`config.mk`:
```
export PLATFORM = sky130hd
export DESIGN_NAME = heater_break_alarm_qualifier
export DESIGN_NICKNAME = d
export VERILOG_FILES = /design/src/heater_break_alarm_qualifier.v
export VERILOG_INCLUDE_DIRS = /design/src
export SDC_FILE = /design/constraint.sdc
export NUM_CORES = 2
export LEC_CHECK = 0
export ABC_AREA = 1
export BUFFER_PORTS_ARGS = -buffer_cell sky130_fd_sc_hd__clkbuf_2
export CORE_MARGIN = 1.5
export CORE_UTILIZATION = 40
export DETAILED_ROUTE_END_ITERATION = 10
export HOLD_SLACK_MARGIN = 0.12
export PLACE_DENSITY = 0.62
export SETUP_SLACK_MARGIN = 0.15
export SYNTH_ARGS = -nofsm -noshare
export SYNTH_HDL_FRONTEND = slang
export SYNTH_SLANG_ARGS = --single-unit
```
`constraint.sdc`:
```
create_clock -name hclk -period 11.91 [get_ports hclk]
set_input_delay 3.573 -clock hclk [delete_from_list [all_inputs] [get_ports hclk]]
set_output_delay 3.573 -clock hclk [all_outputs]
set_load 0.03 [all_outputs]
```
`src/hba_qual_defs.vh`:
```
// Constants for the heater-break alarm qualifier: register offsets, field layout, reset values and timing.
// Assumes inclusion by bare name from the design file; holds definitions only.
`ifndef HBA_QUAL_DEFS_VH
`define HBA_QUAL_DEFS_VH

// Register byte offsets on the AHB-Lite slave.
`define OFS_RATIO_ONE 8'h00
`define OFS_RATIO_TWO 8'h04
`define OFS_ASSIGN 8'h08
`define OFS_TYPE 8'h0C
`define OFS_DELAY 8'h10
`define OFS_SETV_ONE 8'h14
`define OFS_SETV_TWO 8'h18
`define OFS_STATUS 8'h1C
`define OFS_IRQ_STAT 8'h20
`define OFS_IRQ_CLR 8'h24
`define OFS_IRQ_EN 8'h28

// Field positions.
`define ASSIGN_ONE_LSB 0
`define ASSIGN_TWO_LSB 4
`define ASSIGN_W 3
`define DELAY_ONE_LSB 0
`define DELAY_TWO_LSB 8
`define DELAY_W 8
`define RATIO_W 14

// Assignment codes.
`define ASSIGN_NONE 3'h0
`define ASSIGN_OUT_ONE 3'h1
`define ASSIGN_OUT_TWO 3'h2

// Alarm types.
`define TYPE_A 1'b0
`define TYPE_B 1'b1

// Reset values.
`define RST_RATIO 14'h0320
`define RST_ASSIGN_ONE 3'h1
`define RST_ASSIGN_TWO 3'h0
`define RST_TYPE 2'h0
`define RST_DELAY 8'h05

// Timing: the alarm sample is taken on every second input sampling tick.
`define INPUT_PERIOD_MS 100
`define ALARM_SAMPLE_MS 200
`define ALARM_TICKS (`ALARM_SAMPLE_MS / `INPUT_PERIOD_MS)

// Full-output figure of the manipulated variable, in percent.
`define MV_FULL 7'h64

`endif

```
`src/heater_break_alarm_qualifier.v`:
```
// Heater-break alarm qualifier with an AHB-Lite register slave and one level interrupt.
// Assumes hclk at 25 MHz, a one-cycle sample_tick per input sampling period, and inputs synchronous to hclk.
// The block has no clock enable; the alarm logic is paced by sample_tick instead.
// Overview of operation
// An alarm rises only after the scaled current stays in the alarm range for the programmed count of samples.
// The alarm delay is the count times the alarm sampling time, which is two input sampling periods.
// Each current reading is multiplied by its programmable turns ratio, default 800, range 0 to 9999; the register accepts any 14-bit value, up to 16383.
// Assignment code 0 disables the alarm, 1 selects the first control output and 2 the second.
// Input one always drives alarm one and input two alarm two, each following its input's assignment.
// Both inputs may be assigned to the same control output for three-phase monitoring.
// Type code 0 is type A for time-proportional outputs and 1 is type B for continuous outputs.
// Nothing acts without the current-sense option, and alarms leave only via output two or the digital output.
// Type A compares the measured current directly against the alarm set value.
// Type B compares the current with an expectation proportional to the manipulated output.
// Writing an assignment sets the type from the kind of output chosen, and no output forces type A.
// An out-of-range sample restarts the count, and a count of zero alarms on the first in-range sample.
//
// Design decisions made here: the register offsets and register access over AHB-Lite.
`timescale 1ns/1ps
`include "hba_qual_defs.vh"

module heater_break_alarm_qualifier #(
	parameter CT_W = 12, // Width of a raw current-sense reading.
	parameter MV_W = 7 // Width of a manipulated output value in percent.
) (
	input wire hclk, // Bus and block clock.
	input wire hresetn, // Asynchronous reset, active low.
	input wire hsel, // AHB slave select.
	input wire [31:0] haddr, // AHB address.
	input wire [1:0] htrans, // AHB transfer type.
	input wire hwrite, // AHB write strobe.
	input wire [2:0] hsize, // AHB transfer size.
	input wire [31:0] hwdata, // AHB write data.
	input wire hready, // AHB bus ready.
	output wire hreadyout, // AHB slave ready.
	output wire hresp, // AHB response, always OKAY.
	output wire [31:0] hrdata, // AHB read data.

	input wire sample_tick, // One-cycle pulse per input sampling period.
	input wire [CT_W-1:0] current_sense_input_one, // Raw reading of the first current transformer.
	input wire [CT_W-1:0] current_sense_input_two, // Raw reading of the second current transformer.
	input wire control_output_one, // Present on state of the first control output.
	input wire control_output_two, // Present on state of the second control output.
	input wire [MV_W-1:0] mv_one, // Manipulated output of the first control output.
	input wire [MV_W-1:0] mv_two, // Manipulated output of the second control output.
	input wire out_one_continuous, // First control output is a continuous type.
	input wire out_two_continuous, // Second control output is a continuous type.
	input wire current_sense_fitted, // The current-sense option is fitted.
	input wire digital_output_fitted, // The optional digital output is fitted.

	output wire heater_fault_alarm_one, // Qualified alarm of input one.
	output wire heater_fault_alarm_two, // Qualified alarm of input two.
	output reg alarm_to_output_two_ff, // Alarm drive onto the second control output.
	output reg alarm_to_digital_ff, // Alarm drive onto the optional digital output.
	output wire irq // Level interrupt, high while an enabled status bit is set.
);

	// Products are carried at full width, so no compare ever loses its top bits.
	localparam SC_W = CT_W + `RATIO_W;
	localparam PR_W = SC_W + MV_W;

	reg [`RATIO_W-1:0] ratio_one_ff;
	reg [`RATIO_W-1:0] ratio_two_ff;
	reg [`ASSIGN_W-1:0] assign_one_ff;
	reg [`ASSIGN_W-1:0] assign_two_ff;
	reg [1:0] type_ff;
	reg [`DELAY_W-1:0] delay_one_ff;
	reg [`DELAY_W-1:0] delay_two_ff;
	reg [SC_W-1:0] setv_one_ff;
	reg [SC_W-1:0] setv_two_ff;
	reg [1:0] irq_stat_ff;
	reg [1:0] irq_en_ff;

	reg [31:0] hrdata_ff;
	reg wr_pend_ff;
	reg [7:0] wr_addr_ff;
	reg phase_ff;

	wire [1:0] alarm_vec;
	wire [2*`DELAY_W-1:0] cnt_vec;
	wire [1:0] rise_vec;
	wire alarm_tick;
	wire addr_phase;
	wire [7:0] ofs;
	wire [1:0] irq_clr;
	wire [1:0] type_from_one;
	wire [1:0] type_from_two;

	// The slave never stretches a transfer, so hreadyout is tied high and every response is OKAY.
	assign hreadyout = 1'b1;
	assign hresp = 1'b0;
	assign hrdata = hrdata_ff;
	assign addr_phase = hsel & htrans[1] & hready;
	// Only the low byte of the address is decoded, so the map repeats every 256 bytes.
	assign ofs = haddr[7:0];

	// The alarm sample falls on every second input tick, so the delay is count times two periods.
	// The phase starts at zero, so the first tick after reset is never judged.
	always @(posedge hclk or negedge hresetn) begin
		if (!hresetn) begin
			phase_ff <= 1'b0;
		end else if (sample_tick) begin
			phase_ff <= ~phase_ff;
		end
	end
	assign alarm_tick = sample_tick & phase_ff;

	// Type follows the kind of output an assignment selects; codes outside 1 and 2 count as no output.
	function type_for;
		input [`ASSIGN_W-1:0] code;
		begin
			case (code)
				`ASSIGN_OUT_ONE: begin
					type_for = out_one_continuous ? `TYPE_B : `TYPE_A;
				end
				`ASSIGN_OUT_TWO: begin
					type_for = out_two_continuous ? `TYPE_B : `TYPE_A;
				end
				default: begin
					type_for = `TYPE_A;
				end
			endcase
		end
	endfunction

	// An assignment write rewrites both type bits; a later type write can still override them.
	assign type_from_one = {1'b0, type_for(hwdata[`ASSIGN_ONE_LSB +: `ASSIGN_W])};
	assign type_from_two = {type_for(hwdata[`ASSIGN_TWO_LSB +: `ASSIGN_W]), 1'b0};
	// A clear acts only in the data phase of a write to the clear register.
	assign irq_clr = (wr_pend_ff && wr_addr_ff == `OFS_IRQ_CLR) ? hwdata[1:0] : 2'h0;

	// Register writes land in the data phase; there is never a wait state.
	always @(posedge hclk or negedge hresetn) begin
		if (!hresetn) begin
			wr_pend_ff <= 1'b0;
			wr_addr_ff <= 8'h00;
			ratio_one_ff <= `RST_RATIO;
			ratio_two_ff <= `RST_RATIO;
			assign_one_ff <= `RST_ASSIGN_ONE;
			assign_two_ff <= `RST_ASSIGN_TWO;
			type_ff <= `RST_TYPE;
			delay_one_ff <= `RST_DELAY;
			delay_two_ff <= `RST_DELAY;
			setv_one_ff <= {SC_W{1'b0}};
			setv_two_ff <= {SC_W{1'b0}};
			irq_en_ff <= 2'h0;
		end else begin
			wr_pend_ff <= addr_phase & hwrite;
			wr_addr_ff <= ofs;
			if (wr_pend_ff) begin
				case (wr_addr_ff)
					`OFS_RATIO_ONE: begin
						ratio_one_ff <= hwdata[`RATIO_W-1:0];
					end
					`OFS_RATIO_TWO: begin
						ratio_two_ff <= hwdata[`RATIO_W-1:0];
					end
					`OFS_ASSIGN: begin
						assign_one_ff <= hwdata[`ASSIGN_ONE_LSB +: `ASSIGN_W];
						assign_two_ff <= hwdata[`ASSIGN_TWO_LSB +: `ASSIGN_W];
						type_ff <= type_from_one | type_from_two;
					end
					`OFS_TYPE: begin
						type_ff <= hwdata[1:0];
					end
					`OFS_DELAY: begin
						delay_one_ff <= hwdata[`DELAY_ONE_LSB +: `DELAY_W];
						delay_two_ff <= hwdata[`DELAY_TWO_LSB +: `DELAY_W];
					end
					`OFS_SETV_ONE: begin
						setv_one_ff <= hwdata[SC_W-1:0];
					end
					`OFS_SETV_TWO: begin
						setv_two_ff <= hwdata[SC_W-1:0];
					end
					`OFS_IRQ_EN: begin
						irq_en_ff <= hwdata[1:0];
					end
					default: begin
						// Read-only and unmapped offsets ignore writes.
						irq_en_ff <= irq_en_ff;
					end
				endcase
			end
		end
	end

	// Read data is registered in the address phase so it stands during the data phase.
	always @(posedge hclk or negedge hresetn) begin
		if (!hresetn) begin
			hrdata_ff <= 32'h00000000;
		end else if (addr_phase && !hwrite) begin
			case (ofs)
				`OFS_RATIO_ONE: begin
					hrdata_ff <= {18'h00000, ratio_one_ff};
				end
				`OFS_RATIO_TWO: begin
					hrdata_ff <= {18'h00000, ratio_two_ff};
				end
				`OFS_ASSIGN: begin
					hrdata_ff <= {25'h0000000, assign_two_ff, 1'b0, assign_one_ff};
				end
				`OFS_TYPE: begin
					hrdata_ff <= {30'h00000000, type_ff};
				end
				`OFS_DELAY: begin
					hrdata_ff <= {16'h0000, delay_two_ff, delay_one_ff};
				end
				`OFS_SETV_ONE: begin
					hrdata_ff <= {{(32-SC_W){1'b0}}, setv_one_ff};
				end
				`OFS_SETV_TWO: begin
					hrdata_ff <= {{(32-SC_W){1'b0}}, setv_two_ff};
				end
				`OFS_STATUS: begin
					hrdata_ff <= {12'h000, cnt_vec, 2'h0, alarm_vec};
				end
				`OFS_IRQ_STAT: begin
					hrdata_ff <= {30'h00000000, irq_stat_ff};
				end
				`OFS_IRQ_EN: begin
					hrdata_ff <= {30'h00000000, irq_en_ff};
				end
				default: begin
					hrdata_ff <= 32'h00000000;
				end
			endcase
		end else begin
			// Zero outside a read data phase keeps the read bus quiet between transfers.
			hrdata_ff <= 32'h00000000;
		end
	end

	// Per-channel qualification. Input i is bound to alarm i for good; only its output choice moves.
	genvar i;
	generate
		for (i = 0; i < 2; i = i + 1) begin : g_chan
			wire [CT_W-1:0] raw;
			wire [`RATIO_W-1:0] ratio;
			wire [`ASSIGN_W-1:0] asg;
			wire [`DELAY_W-1:0] need;
			wire [SC_W-1:0] setv;
			wire [SC_W-1:0] scaled;
			wire [PR_W-1:0] meas_pct;
			wire [PR_W-1:0] expect_pct;
			wire [MV_W-1:0] mv;
			wire active;
			wire out_on;
			wire in_range;
			wire [`DELAY_W:0] cnt_inc;

			reg [`DELAY_W-1:0] cnt_ff;
			reg alarm_ff;
			reg alarm_d_ff;

			assign raw = (i == 0) ? current_sense_input_one : current_sense_input_two;
			assign ratio = (i == 0) ? ratio_one_ff : ratio_two_ff;
			assign asg = (i == 0) ? assign_one_ff : assign_two_ff;
			assign need = (i == 0) ? delay_one_ff : delay_two_ff;
			assign setv = (i == 0) ? setv_one_ff : setv_two_ff;
			// The reading is scaled before any compare, so set values are in the same units.
			assign scaled = raw * ratio;
			// Each channel picks its output on its own, so both may watch the same output.
			assign active = current_sense_fitted & ((asg == `ASSIGN_OUT_ONE) | (asg == `ASSIGN_OUT_TWO));
			assign out_on = (asg == `ASSIGN_OUT_ONE) ? control_output_one : control_output_two;
			assign mv = (asg == `ASSIGN_OUT_ONE) ? mv_one : mv_two;
			// Cross-multiplied to avoid a divider: current times 100 against set value times output percent.
			assign meas_pct = scaled * `MV_FULL;
			assign expect_pct = setv * mv;
			// Type A counts a sample in range only while the pulsed output is on; a sample taken while it is off restarts the count.
			assign in_range = active & ((type_ff[i] == `TYPE_B) ? (meas_pct < expect_pct) : (out_on & (scaled < setv)));
			assign cnt_inc = {1'b0, cnt_ff} + {{`DELAY_W{1'b0}}, 1'b1};

			always @(posedge hclk or negedge hresetn) begin
				if (!hresetn) begin
					cnt_ff <= {`DELAY_W{1'b0}};
					alarm_ff <= 1'b0;
				end else if (!active) begin
					cnt_ff <= {`DELAY_W{1'b0}};
					alarm_ff <= 1'b0;
				end else if (alarm_tick) begin
					if (!in_range) begin
						cnt_ff <= {`DELAY_W{1'b0}};
						alarm_ff <= 1'b0;
					end else begin
						if (cnt_inc >= {1'b0, need}) begin
							alarm_ff <= 1'b1;
						end
						// The count saturates so a long fault cannot wrap it round.
						if (!cnt_inc[`DELAY_W]) begin
							cnt_ff <= cnt_inc[`DELAY_W-1:0];
						end
					end
				end
			end

			// The delayed copy marks the rising edge that sets the sticky status bit.
			always @(posedge hclk or negedge hresetn) begin
				if (!hresetn) begin
					alarm_d_ff <= 1'b0;
				end else begin
					alarm_d_ff <= alarm_ff;
				end
			end

			assign alarm_vec[i] = alarm_ff;
			assign cnt_vec[i*`DELAY_W +: `DELAY_W] = cnt_ff;
			assign rise_vec[i] = alarm_ff & ~alarm_d_ff;
		end
	endgenerate

	assign heater_fault_alarm_one = alarm_vec[0];
	assign heater_fault_alarm_two = alarm_vec[1];

	// Physical alarm paths exist only on the second control output and the optional digital output.
	wire nxt_alarm_to_output_two;
	wire nxt_alarm_to_digital;
	assign nxt_alarm_to_output_two = (alarm_vec[0] & (assign_one_ff == `ASSIGN_OUT_TWO)) |
		(alarm_vec[1] & (assign_two_ff == `ASSIGN_OUT_TWO));
	assign nxt_alarm_to_digital = digital_output_fitted & (alarm_vec[0] | alarm_vec[1]);
	// A register stage keeps the physical drives free of glitches from the compare logic.
	always @(posedge hclk or negedge hresetn) begin
		if (!hresetn) begin
			alarm_to_output_two_ff <= 1'b0;
			alarm_to_digital_ff <= 1'b0;
		end else begin
			alarm_to_output_two_ff <= nxt_alarm_to_output_two;
			alarm_to_digital_ff <= nxt_alarm_to_digital;
		end
	end

	// A rising alarm in the same cycle as its clear keeps the bit set.
	wire [1:0] nxt_irq_stat;
	assign nxt_irq_stat = (irq_stat_ff & ~irq_clr) | rise_vec;
	always @(posedge hclk or negedge hresetn) begin
		if (!hresetn) begin
			irq_stat_ff <= 2'h0;
		end else begin
			irq_stat_ff <= nxt_irq_stat;
		end
	end

	assign irq = |(irq_stat_ff & irq_en_ff);

endmodule // heater_break_alarm_qualifier

```
==> impl_metrics.py <==
metrics = {
    "clock_network": {
        "cts_buffers": 17,
        "cts.sink_count": 166,
        "clock_path_buffers": 2,
        "cts.clk_slew.worst_paths_ps": 80,
        "cts_root_buffer": "clkbuf_16",
        "ctsHtreeMaxLevel": 4,
        "cts_tree": "built",
        "clkLatencyLatePin_ps": 460,
    },
    "logic_synthesis": {
        "synth_area_um2": 38100,
        "synth_area_per_cell_um2": 7.55,
        "yosysTopAreaCellShare_pct": 27.3,
        "netlist_top_cells_area": "fa_1 (27%), ha_1 (17%), nand2_1 (13%)",
        "ys.flop_type": "dfrtp_1",
        "synth_async_sr_flop_share_pct": 100,
        "yosysUniqueCellTypes": 63,
        "yosysTopAreaCell": "fa_1",
        "ys_ff_latch": 166,
        "synth-edff-count": 0,
        "ys_seq_area_share_pct": 10.9,
        "ys_warn_count": 0,
        "synth_cells": 5046,
    },
    "critical_path": {
        "critPathLaunchType": "input port",
        "cpMostUsedCell": "fa_1",
        "cp_slowest_cell": "fa_1",
        "worst_setup_path_end_kind": "flop",
        "crit_type": "input port to flop",
        "path_max_fanout": 8,
        "max_stage_delay_ps": 550,
        "cp.arrival_ps": 11860,
        "required_ps": 12260,
    },
    "floorplan": {
        "core_um2": 94700,
        "io_pins": 158,
        "start_util_pct": 40.2,
        "dieArea_um2": 97100,
        "fp.dieH_um": 312,
        "die_width_um": 312,
        "num_rows": 113,
    },
    "sta": {
        "slew_violations": 0,
        "fmax_mhz": 86.9,
        "fin_crit_sh_pct": 96.7,
        "rsz0062_at_grt": "false",
        "relSlewSlack_pct": 29.3,
        "hold_viol_final": 0,
        "tightest_slew_ps": 1060,
        "setup_viol": 0,
        "period_minus_slack_ps": 11510,
        "setup-tns-final_ps": 0,
        "hold_slack_ps": 421,
        "finClkSkew_ps": 25.6,
        "setup_ws_ps": 398,
    },
    "grt": {
        "use_met1_pct": 33.2,
        "grt_max_degree": 103,
        "antenna_found_initial": 5,
        "grt_busiest_layer": "met2",
        "grt_pass1_vias": 32800,
        "grt_usage_pct": 22.8,
        "grtUsageMet2_pct": 35.3,
        "grt_pass1_wl_um": 177000,
        "globalRouteMet3Util_pct": 4.09,
        "globalRouteOverflowTotal": 0,
    },
    "final_layout": {
        "antennaDiodeCount": 0,
        "finalCoreUtilization_pct": 46.5,
        "drive_above_1_share_pct": 14.6,
        "nets": 6492,
        "area_growth_pct": 15.5,
    },
    "detailed_routing": {
        "avgRoutedWirePerCell_um": 16.8,
        "drt_wl_total_um": 111000,
        "num_vias": 33500,
        "firstDrtPassIters": 6,
        "drt_iter0_drc": 2627,
        "vias_per_cell": 5.07,
        "drtAntennaViolNets": 0,
        "drc_errors": 0,
    },
    "place": {
        "port-buffer-count": 115,
        "routabilityCongestion": 0.936,
        "dp_hpwl_um": 93900,
        "dp_slack_ps": -680,
    },
    "min_path": {
        "min-delay-path-class": "flop to flop",
    },
    "flow_run": {
        "cap_violations": 0,
    },
    "run_status": {
        "status": "completed",
    },
}
[logic make-up after synthesis]
logic type | synth area share, %
simple gates | 19.5
buf+inv | 12.4
fa+ha+maj | 44.5
compound gates | 9.07
flops | 10.9
xor+xnor | 3.61
other cells | 0.0197
[per-stage QoR]
stage               cell area, um^2  cells
finish                        44000   6607
global route                  44000   6607
CTS                           42500   6587
detailed placement            41700   6553
global placement              41700   6553
floorplan                     38100   5052
[cell usage after synthesis (7+ instances only)]
cell      count
o21ai_1      26
a21oi_1     222
clkbuf_1    117
o21a_1       12
nand2_2      10
xor2_1       93
nor2_1      288
a31oi_1      14
o211ai_1     11
a21o_1       13
nand3b_1      7
inv_2        17
nor3_1       30
o21ai_0     208
nand3_1     107
a21oi_2      16
o31ai_1       9
nand2_1    1331
fa_1        520
dfrtp_1     155
xnor2_1      62
dfstp_2      11
inv_1      1057
buf_4         9
buf_2        35
nand4_1      31
o21ai_2       8
o21bai_1      9
ha_1        524
o22ai_1      17
[registers in the layout, summed over array words and instances, names as in the netlist, 3 cells and up]
| signal | flops |
|---|---|
| wr_addr_ff | 8 |
| g_chan.cnt_ff | 16 |
| g_chan.ratio | 28 |
| hrdata | 26 |
| g_chan.setv | 52 |
| assign_one_ff | 3 |
| delay_two_ff | 8 |
| assign_two_ff | 3 |
| delay_one_ff | 8 |
[layout by cell type, fill, tap and decap left out, types with 100 or more instances in the layout]
master / instances
ha_1: 476
o21ai_0: 193
dfrtp_1: 155
nand2_1: 1290
nor2_1: 265
fa_1: 510
buf_4: 297
a21oi_1: 183
inv_1: 1036
clkbuf_2: 100
[critical path: cells and delay by family]
kind                       cells  cell delay [ps]
buffers and inverters         13             1000
xor gates and xnor gates       2              440
AOI/OAI and AO/OA              6              770
adders and majority gates     11             4360
and+or+nand+nor               14             1690
[final timing paths]
path | start | endpoint | slack (ps) | cells after the start
worst max-delay path | current_sense_input_one[8] | g_chan[0].cnt_ff[3] | 400 | 46
worst min-delay path | g_chan[1].alarm_d_ff | irq_stat_ff[1] | 420 | 1
worst max register to register | g_chan[0].ratio[2] | g_chan[0].cnt_ff[3] | 2760 | 42
worst min register to register | g_chan[1].alarm_d_ff | irq_stat_ff[1] | 420 | 1
max in group asynchronous | hresetn | g_chan[1].setv[23] | 7310 | 2
min in group asynchronous | hresetn | hrdata[14] | 3140 | 1
[cell type report]
type / count / area [um^2]
repair buffers: 419 / 2980
well taps: 1265 / 1580
fillers: 9409 / 50700
inverters: 1074 / 4030
flip-flops and latches: 166 / 4170
clock buffers: 19 / 443
multi-input cells: 3651 / 30700
clock inverters: 13 / 129
[layer usage]
metal  up-vias  part of all wire, %
met2      1018                   45
met3       132                  7.5
met1     16300                   45
li1      16000                    -
met5         -                0.021
met4         4                  2.1
[timing repair]
item	4_1_cts	5_1_grt
setup buffers	2	20
hold buffers	0	0
gates cloned	0	0
resized for setup	40	302
setup endpoints to repair	18	18
pin swaps	12	126
Power is left out: the tool's default activity adds up to more than one toggle a clock period on the data nets, which glitch-free logic cannot reach.
